<file path="src/rtl/irq_consts.svh">
/*
 * constants of the vectored interrupt block: register offsets, field
 * positions, reset values, vector addresses.
 * assumes inclusion by bare name from package and modules.
 */
`ifndef IRQ_CONSTS_SVH
`define IRQ_CONSTS_SVH
// register byte addresses on apb; request register sits at word index
// 0xfa, so its byte address is four times that index
`define IDX_REQ_EDGE   10'h0fa
`define OFS_REQ_EDGE   {`IDX_REQ_EDGE, 2'b00}
`define OFS_PRIORITY   12'h004
`define OFS_MASK       12'h008
`define OFS_PORT3_MODE 12'h00c
`define OFS_PIN_LEVEL  12'h010
`define OFS_VECTOR     12'h014
`define OFS_INT_STAT   12'h018
`define OFS_INT_MASK   12'h01c
`define OFS_CORE_CTRL  12'h020
// request register edge field positions
`define BIT_EDGE_TWO   7
`define BIT_EDGE_ZERO  6
// port 3 mode analog enable bit
`define BIT_ANALOG_EN  1
// core control: global interrupt enable, timer input select
`define BIT_GLOBAL_EN  0
`define BIT_TIN_SEL    1
// reset values
`define RST_BYTE       8'h00
`define RST_PRIO       3'h0
`define RST_VEC        16'h0000
// vector byte addresses of the six requests
`define VEC_ZERO       16'h0000
`define VEC_ONE        16'h0002
`define VEC_TWO        16'h0004
`define VEC_THREE      16'h0006
`define VEC_FOUR       16'h0008
`define VEC_FIVE       16'h000a
// number of request sources
`define NUM_REQ        6
`endif

</file>
<file path="src/rtl/irq_pkg.sv">
/*
 * types of the vectored interrupt block.
 * assumes irq_consts.svh is on the include path.
 */
package irq_pkg;
`include "irq_consts.svh"
    // machine states of the interrupt cycle
    typedef enum logic [3:0]
    {
        ST_IDLE  = 4'b0001,
        ST_SAVE  = 4'b0010,
        ST_FETCH = 4'b0100,
        ST_JUMP  = 4'b1000
    } irq_state_t;
    // request to the core sequencer
    typedef struct packed
    {
        logic        branch;   // one-cycle branch pulse
        logic        save;     // one-cycle save pc and flags pulse
        logic [15:0] vector;   // assembled 16-bit branch vector
        logic [2:0]  source;   // granted source number
    } core_req_t;
endpackage

</file>
<file path="src/rtl/edge_sel.sv">
/*
 * edge detector for one external request: rising, falling or both.
 * assumes a synchronised input on clk_sys.
 */
`timescale 1ns/1ns
module edge_sel
(
    input  wire logic clk_sys,
    input  wire logic rst,
    input  wire logic level,
    input  wire logic onRise,
    input  wire logic onFall,
    output logic      hit
);
    logic lastLevel_reg;   // level one cycle earlier

    // remember previous level
    always_ff @(posedge clk_sys or posedge rst)
    begin
        if (rst)
            lastLevel_reg <= 1'b0;
        else
            lastLevel_reg <= level;
    end

    // one-cycle pulse on a selected transition
    assign hit = (onRise & level & ~lastLevel_reg)
               | (onFall & ~level & lastLevel_reg);
endmodule // edge_sel

</file>
<file path="src/rtl/vectored_irq.sv">
/*
 * vectored interrupt controller: six sources, edge selection, priority,
 * interrupt machine cycle and 16-bit vector fetch, apb registers.
 * assumes a core sequencer that answers vector fetches with vecReady
 * and analog comparator outputs already digital on clk_sys-free pins.
 */
// Register access over APB was chosen for this implementation.
// How it works
// requests zero, two edge-selectable, vectors 0,4
// request one falling edge only, vector 2
// timers and voltage detector vector 6,8,10
// programmable priority picks among pending requests
// grant saves pc, flags, disables interrupts
// two vector bytes form 16-bit branch address
// masked requests still latch for polling
// comparator one to two, two to zero
// edge bits are request register D7, D6
// edge code 00 01 10 11 decoded
// software reads raw request pin levels
// analog compare only when port3 bit1 set
// timer edge input from pin one or port2
// pending set by event, cleared grant/write
`timescale 1ns/1ns
module vectored_irq
    import irq_pkg::*;
(
    input  wire logic        clk_sys,
    input  wire logic        rst,
    input  wire logic        psel,
    input  wire logic        penable,
    input  wire logic        pwrite,
    input  wire logic [11:0] paddr,
    input  wire logic [31:0] pwdata,
    output logic      [31:0] prdata,
    output logic             pready,
    output logic             pslverr,
    input  wire logic        comparatorPinOne,
    input  wire logic        comparatorPinTwo,
    input  wire logic        referencePinThree,
    input  wire logic        portTwoBitZero,
    input  wire logic        analogComparatorOne,
    input  wire logic        analogComparatorTwo,
    input  wire logic        sixteenBitTimer,
    input  wire logic        eightBitTimer,
    input  wire logic        lowVoltageDetector,
    input  wire logic [7:0]  vecByte,
    input  wire logic        vecReady,
    output core_req_t        coreReq,
    output logic             vecFetch,
    output logic [15:0]      vecAddr,
    output logic             timerInput,
    output logic             irq
);
    // synchronisers for all pins: stage one read only by stage two
    logic [8:0] pinMeta_reg;        // first stage
    logic [8:0] pinSync_reg;        // second stage
    logic [8:0] pinRaw;             // raw pins gathered
    assign pinRaw = {lowVoltageDetector, eightBitTimer, sixteenBitTimer,
                     analogComparatorTwo, analogComparatorOne,
                     portTwoBitZero, referencePinThree,
                     comparatorPinTwo, comparatorPinOne};
    always_ff @(posedge clk_sys or posedge rst)
    begin
        if (rst)
        begin
            pinMeta_reg <= 9'h000;
            pinSync_reg <= 9'h000;
        end
        else
        begin
            pinMeta_reg <= pinRaw;
            pinSync_reg <= pinMeta_reg;
        end
    end

    // registers
    logic [7:0]  reqEdge_reg;       // D7,D6 edges, D5..D0 pending
    logic [2:0]  priority_reg;      // priority ordering select
    logic [5:0]  mask_reg;          // per-source enable
    logic [7:0]  port3Mode_reg;     // port 3 mode, bit 1 analog
    logic [1:0]  coreCtrl_reg;      // global enable, timer select
    logic [1:0]  intStat_reg;       // sticky: grant, fetch done
    logic [1:0]  intMask_reg;       // interrupt mask
    logic [15:0] vector_reg;        // last assembled vector
    logic        globalEn_reg;      // cleared by machine cycle

    // analog enable selects comparator outputs over raw pins
    logic analogOn;
    logic srcZero;
    logic srcTwo;
    logic srcOne;
    assign analogOn = port3Mode_reg[`BIT_ANALOG_EN];
    assign srcZero  = analogOn ? pinSync_reg[5] : pinSync_reg[1];
    assign srcTwo   = analogOn ? pinSync_reg[4] : pinSync_reg[0];
    assign srcOne   = pinSync_reg[2];

    // timer edge input from pin one or port two bit zero
    assign timerInput = coreCtrl_reg[`BIT_TIN_SEL] ? pinSync_reg[3]
                                                    : pinSync_reg[0];

    // edge choice decode from request register
    logic eTwo;
    logic eZero;
    logic zeroRise;
    logic zeroFall;
    logic twoRise;
    logic twoFall;
    assign eTwo     = reqEdge_reg[`BIT_EDGE_TWO];
    assign eZero    = reqEdge_reg[`BIT_EDGE_ZERO];
    assign twoRise  = eTwo;
    assign twoFall  = ~eTwo | eZero;
    assign zeroRise = eZero;
    assign zeroFall = ~eZero | eTwo;

    // source events
    logic [5:0] event_w;      // one-cycle event per source
    logic [5:0] edgeLevel;    // detector inputs
    logic [5:0] edgeRise;
    logic [5:0] edgeFall;
    assign edgeLevel = {pinSync_reg[8], pinSync_reg[7], pinSync_reg[6],
                        srcTwo, srcOne, srcZero};
    assign edgeRise  = {3'h7, twoRise, 1'b0, zeroRise};
    assign edgeFall  = {3'h0, twoFall, 1'b1, zeroFall};
    // internal sources are rising-edge events
    genvar g;
    generate
        for (g = 0; g < `NUM_REQ; g++)
        begin : gEdge
            edge_sel uEdge
            (
                .clk_sys (clk_sys),
                .rst     (rst),
                .level   (edgeLevel[g]),
                .onRise  (edgeRise[g]),
                .onFall  (edgeFall[g]),
                .hit     (event_w[g])
            );
        end
    endgenerate

    // apb decode
    logic apbWrite;
    logic apbRead;
    logic mapped;
    assign apbWrite = psel & penable & pwrite;
    assign apbRead  = psel & penable & ~pwrite;
    assign pready   = 1'b1;
    always_comb
    begin
        mapped = 1'b1;
        unique case (paddr)
            `OFS_REQ_EDGE, `OFS_PRIORITY, `OFS_MASK, `OFS_PORT3_MODE,
            `OFS_PIN_LEVEL, `OFS_VECTOR, `OFS_INT_STAT, `OFS_INT_MASK,
            `OFS_CORE_CTRL: mapped = 1'b1;
            default:        mapped = 1'b0;
        endcase
    end
    assign pslverr = psel & penable & ~mapped;

    // interrupt machine
    irq_state_t state_reg;
    irq_state_t state_next;
    logic [2:0] grantSrc_reg;   // source under service
    logic [7:0] vecLow_reg;     // first fetched byte
    logic       grantNow;       // grant this cycle
    logic [2:0] winner;         // priority encoder result
    logic       anyReq;         // unmasked pending present
    logic [5:0] active;         // pending and enabled

    assign active = reqEdge_reg[5:0] & mask_reg;

    // priority: rotate starting point by priority register
    always_comb
    begin
        winner = 3'h0;
        anyReq = 1'b0;
        for (int k = `NUM_REQ - 1; k >= 0; k--)
        begin
            int idx;
            idx = (k + int'(priority_reg)) % `NUM_REQ;
            if (active[idx])
            begin
                winner = 3'(idx);
                anyReq = 1'b1;
            end
        end
    end
    assign grantNow = (state_reg == ST_IDLE) & anyReq & globalEn_reg;

    // next state
    always_comb
    begin
        state_next = state_reg;
        unique case (state_reg)
            ST_IDLE:  if (grantNow) state_next = ST_SAVE;
            ST_SAVE:  state_next = ST_FETCH;
            ST_FETCH: if (vecReady && vecAddr[0]) state_next = ST_JUMP;
            ST_JUMP:  state_next = ST_IDLE;
        endcase
    end

    // state register
    always_ff @(posedge clk_sys or posedge rst)
    begin
        if (rst)
            state_reg <= ST_IDLE;
        else
            state_reg <= state_next;
    end

    // vector table lookup
    function automatic logic [15:0] vecOf(input logic [2:0] s);
        unique case (s)
            3'h0:    vecOf = `VEC_ZERO;
            3'h1:    vecOf = `VEC_ONE;
            3'h2:    vecOf = `VEC_TWO;
            3'h3:    vecOf = `VEC_THREE;
            3'h4:    vecOf = `VEC_FOUR;
            3'h5:    vecOf = `VEC_FIVE;
            default: vecOf = `VEC_ZERO;   // codes 6, 7 never granted
        endcase
    endfunction

    // fetch sequencing: even byte then the following odd byte
    always_ff @(posedge clk_sys or posedge rst)
    begin
        if (rst)
        begin
            grantSrc_reg <= 3'h0;
            vecAddr      <= `RST_VEC;
            vecLow_reg   <= `RST_BYTE;
            vector_reg   <= `RST_VEC;
        end
        else if (grantNow)
        begin
            grantSrc_reg <= winner;
            vecAddr      <= vecOf(winner);
        end
        else if (state_reg == ST_FETCH && vecReady)
        begin
            if (!vecAddr[0])
            begin
                vecLow_reg <= vecByte;
                vecAddr    <= vecAddr + 16'h0001;
            end
            else
                vector_reg <= {vecLow_reg, vecByte};
        end
    end
    assign vecFetch = (state_reg == ST_FETCH);

    // core request outputs
    always_ff @(posedge clk_sys or posedge rst)
    begin
        if (rst)
            coreReq <= '0;
        else
        begin
            coreReq.save   <= (state_reg == ST_SAVE);
            coreReq.branch <= (state_reg == ST_JUMP);
            coreReq.vector <= vector_reg;
            coreReq.source <= grantSrc_reg;
        end
    end

    // global enable: machine cycle disables, software re-enables
    always_ff @(posedge clk_sys or posedge rst)
    begin
        if (rst)
            globalEn_reg <= 1'b0;
        else if (grantNow)
            globalEn_reg <= 1'b0;
        else if (apbWrite && paddr == `OFS_CORE_CTRL)
            globalEn_reg <= pwdata[`BIT_GLOBAL_EN];
    end

    // pending next: write replaces, grant clears the winner
    logic       reqWrite;      // software write of request register
    logic [5:0] pendNext;      // pending bits before new events
    assign reqWrite = apbWrite && paddr == `OFS_REQ_EDGE;
    always_comb
    begin
        pendNext = reqWrite ? pwdata[5:0] : reqEdge_reg[5:0];
        if (grantNow)
            pendNext[winner] = 1'b0;
    end

    // request register: edge bits written, a new event wins over clear
    always_ff @(posedge clk_sys or posedge rst)
    begin
        if (rst)
            reqEdge_reg <= `RST_BYTE;
        else
        begin
            if (reqWrite)
                reqEdge_reg[7:6] <= pwdata[7:6];
            reqEdge_reg[5:0] <= pendNext | event_w;
        end
    end

    // plain configuration registers
    always_ff @(posedge clk_sys or posedge rst)
    begin
        if (rst)
        begin
            priority_reg  <= `RST_PRIO;
            mask_reg      <= 6'h00;
            port3Mode_reg <= `RST_BYTE;
            coreCtrl_reg  <= 2'h0;
            intMask_reg   <= 2'h0;
        end
        else if (apbWrite)
        begin
            unique case (paddr)
                `OFS_PRIORITY:   priority_reg  <= pwdata[2:0];
                `OFS_MASK:       mask_reg      <= pwdata[5:0];
                `OFS_PORT3_MODE: port3Mode_reg <= pwdata[7:0];
                `OFS_CORE_CTRL:  coreCtrl_reg  <= pwdata[1:0];
                `OFS_INT_MASK:   intMask_reg   <= pwdata[1:0];
                default:         ;
            endcase
        end
    end

    // sticky status: bit0 grant, bit1 vector assembled; set wins
    logic [1:0] statSet;
    assign statSet = {coreReq.branch, state_reg == ST_SAVE};
    always_ff @(posedge clk_sys or posedge rst)
    begin
        if (rst)
            intStat_reg <= 2'h0;
        else if (apbWrite && paddr == `OFS_INT_STAT)
            intStat_reg <= (intStat_reg & ~pwdata[1:0]) | statSet;
        else
            intStat_reg <= intStat_reg | statSet;
    end
    assign irq = |(intStat_reg & intMask_reg);

    // read mux, registered data out
    always_ff @(posedge clk_sys or posedge rst)
    begin
        if (rst)
            prdata <= 32'h0000_0000;
        else if (psel && !penable && !pwrite)
        begin
            unique case (paddr)
                `OFS_REQ_EDGE:   prdata <= {24'h0, reqEdge_reg};
                `OFS_PRIORITY:   prdata <= {29'h0, priority_reg};
                `OFS_MASK:       prdata <= {26'h0, mask_reg};
                `OFS_PORT3_MODE: prdata <= {24'h0, port3Mode_reg};
                `OFS_PIN_LEVEL:  prdata <= {29'h0, srcOne, srcTwo,
                                            srcZero};
                `OFS_VECTOR:     prdata <= {16'h0, vector_reg};
                `OFS_INT_STAT:   prdata <= {30'h0, intStat_reg};
                `OFS_INT_MASK:   prdata <= {30'h0, intMask_reg};
                `OFS_CORE_CTRL:  prdata <= {30'h0, coreCtrl_reg[1],
                                            globalEn_reg};
                default:         prdata <= 32'h0000_0000;
            endcase
        end
    end

    // grant always clears global enable next cycle
    a_grant_disables: assert property (
        @(posedge clk_sys) disable iff (rst)
        grantNow |=> !globalEn_reg) else $error("grant kept enable");
    // save pulse two cycles after grant
    a_save_timing: assert property (
        @(posedge clk_sys) disable iff (rst)
        grantNow |-> ##2 coreReq.save) else $error("no save pulse");
    // masked events still latch
    a_masked_latch: assert property (
        @(posedge clk_sys) disable iff (rst)
        event_w[3] |=> reqEdge_reg[3]) else $error("event lost");
    // winner is pending and enabled
    a_winner_valid: assert property (
        @(posedge clk_sys) disable iff (rst)
        grantNow |-> active[winner]) else $error("bad winner");
    // first vector byte address matches the source granted last cycle
    a_vector_addr: assert property (
        @(posedge clk_sys) disable iff (rst)
        grantNow |=> vecAddr == {12'h0, $past(winner), 1'b0})
        else $error("bad vector address");
    // request one never fires on rising pin
    a_one_falling: assert property (
        @(posedge clk_sys) disable iff (rst)
        event_w[1] |-> !srcOne) else $error("rising request one");
    // code 00 gives falling only on request zero
    a_edge_decode: assert property (
        @(posedge clk_sys) disable iff (rst)
        (event_w[0] && !eTwo && !eZero) |-> !srcZero)
        else $error("edge decode wrong");
    // analog on: comparator one feeds two, comparator two feeds zero
    a_analog_route: assert property (
        @(posedge clk_sys) disable iff (rst)
        analogOn |-> srcTwo == pinSync_reg[4] && srcZero == pinSync_reg[5])
        else $error("bad route");
    // branch carries assembled 16-bit vector
    a_branch_vec: assert property (
        @(posedge clk_sys) disable iff (rst)
        coreReq.branch |-> coreReq.vector == vector_reg)
        else $error("branch vector wrong");
    // timer input selection
    a_timer_sel: assert property (
        @(posedge clk_sys) disable iff (rst)
        !coreCtrl_reg[1] |-> timerInput == pinSync_reg[0])
        else $error("timer input wrong");
endmodule // vectored_irq

</file>
<file path="config.mk">
export PLATFORM = sky130hd
export DESIGN_NAME = vectored_irq
export DESIGN_NICKNAME = d
export VERILOG_FILES = /design/src/rtl/irq_pkg.sv /design/src/rtl/edge_sel.sv /design/src/rtl/vectored_irq.sv
export VERILOG_INCLUDE_DIRS = /design/src /design/src/rtl
export SDC_FILE = /design/constraint.sdc
export NUM_CORES = 1
export LEC_CHECK = 0
export BUFFER_PORTS_ARGS = -buffer_cell sky130_fd_sc_hd__clkbuf_2
export CAP_MARGIN = 20
export CORE_ASPECT_RATIO = 0.7
export CORE_UTILIZATION = 49
export CTS_CLUSTER_DIAMETER = 50
export DETAILED_ROUTE_END_ITERATION = 6
export PLACE_DENSITY = 0.87
export SYNTH_ARGS = -nofsm -noshare
export SYNTH_HDL_FRONTEND = slang
export SYNTH_SLANG_ARGS = --single-unit
</file>
<file path="constraint.sdc">
create_clock -name clk_sys -period 4.4 [get_ports clk_sys]
set_clock_uncertainty 0.05 [all_clocks]
set_input_delay 0.44 -clock clk_sys [delete_from_list [all_inputs] [get_ports clk_sys]]
set_output_delay 0.44 -clock clk_sys [all_outputs]
set_load 0.02 [all_outputs]
</file>
# Word level (Yosys, flattened, before mapping)

Cells that the tools add are included.

Muxes and demuxes: 49
Multiply operators: 0
Eq/ne operators: 21
Shift-type cells: 0
Bitwise gates (word level): 43
$add $sub $neg: 6
Reduce and logical (&&, ||, !) cells: 23
Div/mod/pow operators: 6
Order comparisons: 8

Operator list:

| cell                                                                          | count |
|---|---|
| 32-bit by 5-bit less-than comparator with 1-bit output, second input constant | 6 |
| 32-bit by 4-bit remainder unit with 32-bit output, second input constant      | 5 |
| 16-bit one-hot mux with 9 select lines                                        | 1 |
| 12-bit by 5-bit equality test with 1-bit output, second input constant        | 4 |
| 16-bit 2-to-1 mux                                                             | 3 |
| 4-bit by 4-bit remainder unit with 32-bit output, second input constant       | 1 |
| 1-bit 2-to-1 mux                                                              | 25 |
| 12-bit by 4-bit equality test with 1-bit output, second input constant        | 2 |
| 4-bit one-hot mux with 5 select lines                                         | 1 |
| 1-bit binary-select mux with 3-bit select                                     | 6 |
| 3-bit 2-to-1 mux                                                              | 6 |
| 1-bit AND                                                                     | 17 |
| 16-bit by 1-bit adder with 16-bit output, second input constant               | 1 |
| 4-bit one-hot mux with 4 select lines                                         | 1 |
| 2-bit AND reduction                                                           | 7 |
| 1-bit NOT                                                                     | 13 |
| 6-bit AND                                                                     | 2 |
| 12-bit by 10-bit equality test with 1-bit output, second input constant       | 1 |
| 12-bit by 3-bit equality test with 1-bit output, second input constant        | 1 |
| 12-bit by 6-bit equality test with 1-bit output, second input constant        | 1 |
| 6-bit 2-to-1 mux                                                              | 2 |
| 9-bit OR reduction                                                            | 1 |
| 2-bit by 3-bit adder with 4-bit output, first input constant                  | 2 |
| 3-bit by 3-bit adder with 4-bit output, first input constant                  | 2 |
| other kinds (26)                                                              | 45 |

ROM bits: 0
RAM bits: 0
Latch bits: 0
Register bits: 156
Input port bits: 67
Word-level logic and storage cells: 184
Memories: 0

# Logic depth before layout (Yosys ltp)

Word-level depth: 19
Mapped depth: 17
Mapped depth without buffers: 14

# By module

A second synthesis with hierarchy kept.

Cell total of the unflattened synthesis: 632
Area, all modules: 6561.3 um2

By module, submodules not included:

| module       | times used | area an instance (um2) | cells an instance |
|---|---|---|---|
| vectored_irq | 1          | 6306.0                 | 602 |
| edge_sel     | 6          | 42.5                   | 5 |

# Worst setup path after synthesis

OpenSTA, ideal clock, no wires.

Kind: register -> register
From: register priority_reg[1]
To: register reqEdge_reg[0]
Setup time: 0.126 ns
Required time: 4.224 ns
Cell stages (with the launch flop): 16
Arrival time: 3.576 ns
Path slack: 0.647 ns
Path through: dfrtp_1 > inv_1 > ha_1 > a21oi_1 > inv_1 > ha_1 > nor2b_1 > a21oi_1 > o21a_1 > or4_4 > nand2_2 > o41ai_4 > nor4b_4 > buf_6 > a41oi_2 > a311o_1

Cells in the longest elaborated chain, start to end: 19

Ends and longest elaborated chain:

| element                                                                                                                                                     | line                | RTL |
|---|---|---|
| start, declared                                                                                                                                             | vectored_irq.sv:78  | `logic [2:0] priority_reg;` |
| start signal, assigned                                                                                                                                      | vectored_irq.sv:306 | `` priority_reg <= `RST_PRIO; `` |
| start signal, assigned                                                                                                                                      | vectored_irq.sv:315 | `` `OFS_PRIORITY: priority_reg <= pwdata[2:0]; `` |
| 3-bit by 3-bit adder with 4-bit output                                                                                                                      | vectored_irq.sv:180 | `` idx = (k + int'(priority_reg)) % `NUM_REQ; `` |
| 32-bit by 4-bit remainder unit with 32-bit output (no line)                                                                                                 | n/a                 |  |
| 1-bit binary-select mux with 3-bit select                                                                                                                   | vectored_irq.sv:181 | `if (active[idx])` |
| 1-bit 2-to-1 mux (not written as such) (2 in series)                                                                                                        | vectored_irq.sv:181 |  |
| 3-bit 2-to-1 mux (6 in series)                                                                                                                              | vectored_irq.sv:181 |  |
| 3-bit by 4-bit less-than comparator with 1-bit output (not written as such) or 3-bit by 1-bit greater-or-equal comparator with 1-bit output (tied branches) | vectored_irq.sv:285 | `pendNext[winner] = 1'b0;` |
| 1-bit logical AND (not written as such)                                                                                                                     | vectored_irq.sv:285 |  |
| 1-bit 2-to-1 mux (not written as such)                                                                                                                      | vectored_irq.sv:285 |  |
| 1-bit demux with 3-bit select                                                                                                                               | vectored_irq.sv:285 |  |
| 6-bit NOT (no line)                                                                                                                                         | n/a                 |  |
| 6-bit AND (no line)                                                                                                                                         | n/a                 |  |
| 6-bit 2-to-1 mux (*)                                                                                                                                        | vectored_irq.sv:284 | `if (grantNow)` |
| 6-bit OR (*)                                                                                                                                                | vectored_irq.sv:297 | `reqEdge_reg[5:0] <= pendNext \| event_w;` |
| end signal, assigned                                                                                                                                        | vectored_irq.sv:292 | `` reqEdge_reg <= `RST_BYTE; `` |
| end signal, assigned                                                                                                                                        | vectored_irq.sv:297 |  |
| end, declared                                                                                                                                               | vectored_irq.sv:77  | `logic [7:0] reqEdge_reg;` |

Every way passes the cells marked *; elsewhere a longest branch is shown, timed or not. The select of a mux whose other input is x is not followed.
A chain may end at the register's enable or synchronous reset.

# Worst setup path in the final report

From: register priority_reg[2]
To: register reqEdge_reg[5]

Same word-level chain as after synthesis.

==> run summary <==
RD Place Congestion: 0.911
Synth area leader: dfrtp_1
number of max-cap violations: 0
met3 usage: 8.97%
sequential share of the synthesized area: 54.2%
post-route ant nets: 0
kind of start point of the critical path: flip-flop
fin crit period: 4.13 ns
Slowest-stage cell, CP: dfrtp_2
vias per cell: 6.02
DRC errors left: 24
Fmax achieved: 242 MHz
status: finished, violations left
first-pass GRT wire length: 27400 µm
hold crit path type: primary input to flip-flop
Fin. Hold Viols: 0
global routing usage on met2: 38.4%
Max FO, Critical Path: 26
EDFF count, synth: 0
critical path arrival: 4.37 ns
dpl ws: 0.156 ns
die height: 97.8 µm
CORE AREA: 12600 µm²
Finished Cell Area: 7720 µm²
TritonCTS clock tree: yes
Main synth FF type: dfrtp_1
clk_lat worst skew: 0.42 ns
Tcrit/Tclk final: 93.9%
CTS Sinks: 139
Die W: 139 µm
Critical Path RT: 4.64 ns
synth top area cells: dfrtp_1, mux2_2, nand2_1, ha_1, buf_4
Port Buf Inserts: 99
buffer depth of the longest clock path: 2
Inserted Clock Buffers: 17
P_leak: 3.83 nW
Initial Utilization: 51.0%
area delta synth->final: 20.2%
Avg Cell Area, Syn: 11.5 µm²
crit end category: flip-flop
Final Max Tran Viols: 0
Top Ports: 141
final global-route overflow total: 0
post-DP HPWL: 11800 µm
Biggest register: coreReq
Layout Nets: 754
slowest cell delay on critical path: 0.52 ns
FP Rows: 34
layout cells sized above 1: 31.0%
RSZ-0062 raised after global routing: false
slew margin rel.: 26.3%
Post-Route WL: 16800 µm
pwr/cell area: 427 nW/µm²
Post-Syn Area: 6420 µm²
Antenna Diode Count: 0
Cell Chain, Critical Path: inv_1 > ha_1 > nand2_1 > nand2_1 > ha_1 > nand2b_1 > or3_1 > a221o_1 > a21oi_1 > a21bo_2 > o41ai_4 > nor4b_4 > buf_12 > nor4bb_1 > o22ai_1
Root Driver: clkbuf_16
CTS clk-pin slew, worst paths: 0.06 ns
slew at the pin closest to its max-slew limit: 1.09 ns
final worst setup slack: 0.266 ns
Pre-antenna DRT Iters: 7
FF+latch count, synth: 139
Syn. warnings: 0
pin count of the biggest net entering global routing: 96
antenna violations before repair: 1
# fillers: 947
Post-Syn Instances: 558
Netlist cell types: 74
Total GRT Usage: 26.2%
max FFs per register: 21
Final Power: 3.30 mW
# setup viols final: 0
setup TNS: 0 ns
Max VDD drop: 0.321 mV
number of global-route vias before repair: 5153
vias: 5109
top cell type's share of synthesized area: 53.8%
CP Class: flip-flop to flip-flop
DP Area: 7100 µm²
Async SR Flop Fraction: 100%
DRT iter0 DRCs: 464
GR peak layer: met2
Die ar.: 13600 µm²
H-tree levels: 4
M1 GR Usage: 36.3%
failing checks: DRC
Avg WL per Cell: 19.8 µm
-- cells by family after synthesis --
logic type,Yosys count,share of synthesized area [%]
fa+ha+maj,14,2.73
flops,139,54.2
buf+inv,54,4.54
xor+xnor,3,0.818
compound gates,107,12.4
mux,58,9.97
simple gates,181,15.2
other cells,2,0.117
-- Yosys cell counts (3+ instances only) --
master and instances:
mux2i_1 10, nand2_1 52, nor2_1 18, nand4_1 4, mux2_2 48, nor4b_1 3, ha_1 14, buf_4 19
nor4_1 6, o22ai_1 3, nand2b_1 6, o21a_1 10, inv_1 18, nor3_1 8, or3_1 3, a21o_1 5
nand3b_1 4, a31oi_1 10, a21oi_1 13, nor3b_1 5, dfrtp_1 138, clkbuf_1 10, nor2b_1 17, o211ai_1 5
and2_1 7, a222oi_1 8, and3_1 8, nand3_1 26, o21ai_0 19, inv_2 3, a22oi_1 3
-- where the power goes --
part	leakage, nW	switching [mW]	internal [mW]
registers	1.79	0.0794	1.39
logic	1.75	0.217	0.120
clock network	0.292	0.575	0.918
total	3.83	0.871	2.43
-- final cells by class --
class,count,area [µm²],share of cell area (%)
timing repair buffer,114,621,8.03
sequential,139,3480,45.1
clock inverter,14,184,2.38
clock buffer,18,439,5.69
inverter,21,83.8,1.09
tap,162,203,2.62
multi-input combinational,380,2710,35.1
-- metal layers --
metal | routed length, µm | vias up
met4 | 285 | 0
met5 | 0 | -
li1 | - | 2237
met1 | 7470 | 2588
met3 | 1630 | 33
met2 | 7420 | 251
-- stage by stage --
stage	hold slack [ns]	instances	util, %
floorplan	0.281	573	-
global placement	0.285	816	56.3
detailed placement	0.288	816	56.3
CTS	0.0649	848	61.3
global route	0.0665	848	61.3
finish	0.0782	848	61.3
-- worst max-delay path, delay by kind of cell (launching register included) --
kind            cells  cell delay [ns]
fa+ha+maj           2             0.59
simple gates        6             1.47
flops               1             0.52
buf+inv             2             0.38
compound gates      5             1.00
-- cell usage in the layout, fill, tap and decap left out, types with 6 or more instances in the layout --
cell type    n
inv_1       17
nor4_1       6
mux2i_1     10
nor2b_1     17
clkbuf_2    99
dfrtp_1    137
conb_1      17
mux2_2      48
nand2_1     52
a31oi_1     10
o21a_1      10
a222oi_1     8
nand3_1     26
nor3_1       8
clkbuf_16   17
and2_1       7
ha_1        14
o21ai_0     19
buf_4       14
nand2b_1     6
nor2_1      18
a21oi_1     12
and3_1       8
-- worst paths after layout --
path                       slack (ns)  depth (start not counted)       startpoint              end
setup / recovery                 0.27                         15  priority_reg[2]   reqEdge_reg[5]
hold / removal                   0.08                          1  sixteenBitTimer   pinMeta_reg[6]
setup reg to reg                 0.27                         15  priority_reg[2]   reqEdge_reg[5]
hold reg to reg                  0.30                          0   pinMeta_reg[2]   pinSync_reg[2]
max in group asynchronous        3.03                          3              rst  priority_reg[2]
min in group asynchronous        0.14                          2              rst    vecLow_reg[2]
-- repair_timing --
action	in CTS	in global routing
setup buffers	0	0
hold buffers	0	0
endpoints found under the setup margin	0	13
gates resized for setup	0	2
(Power assumes the default switching activity.)
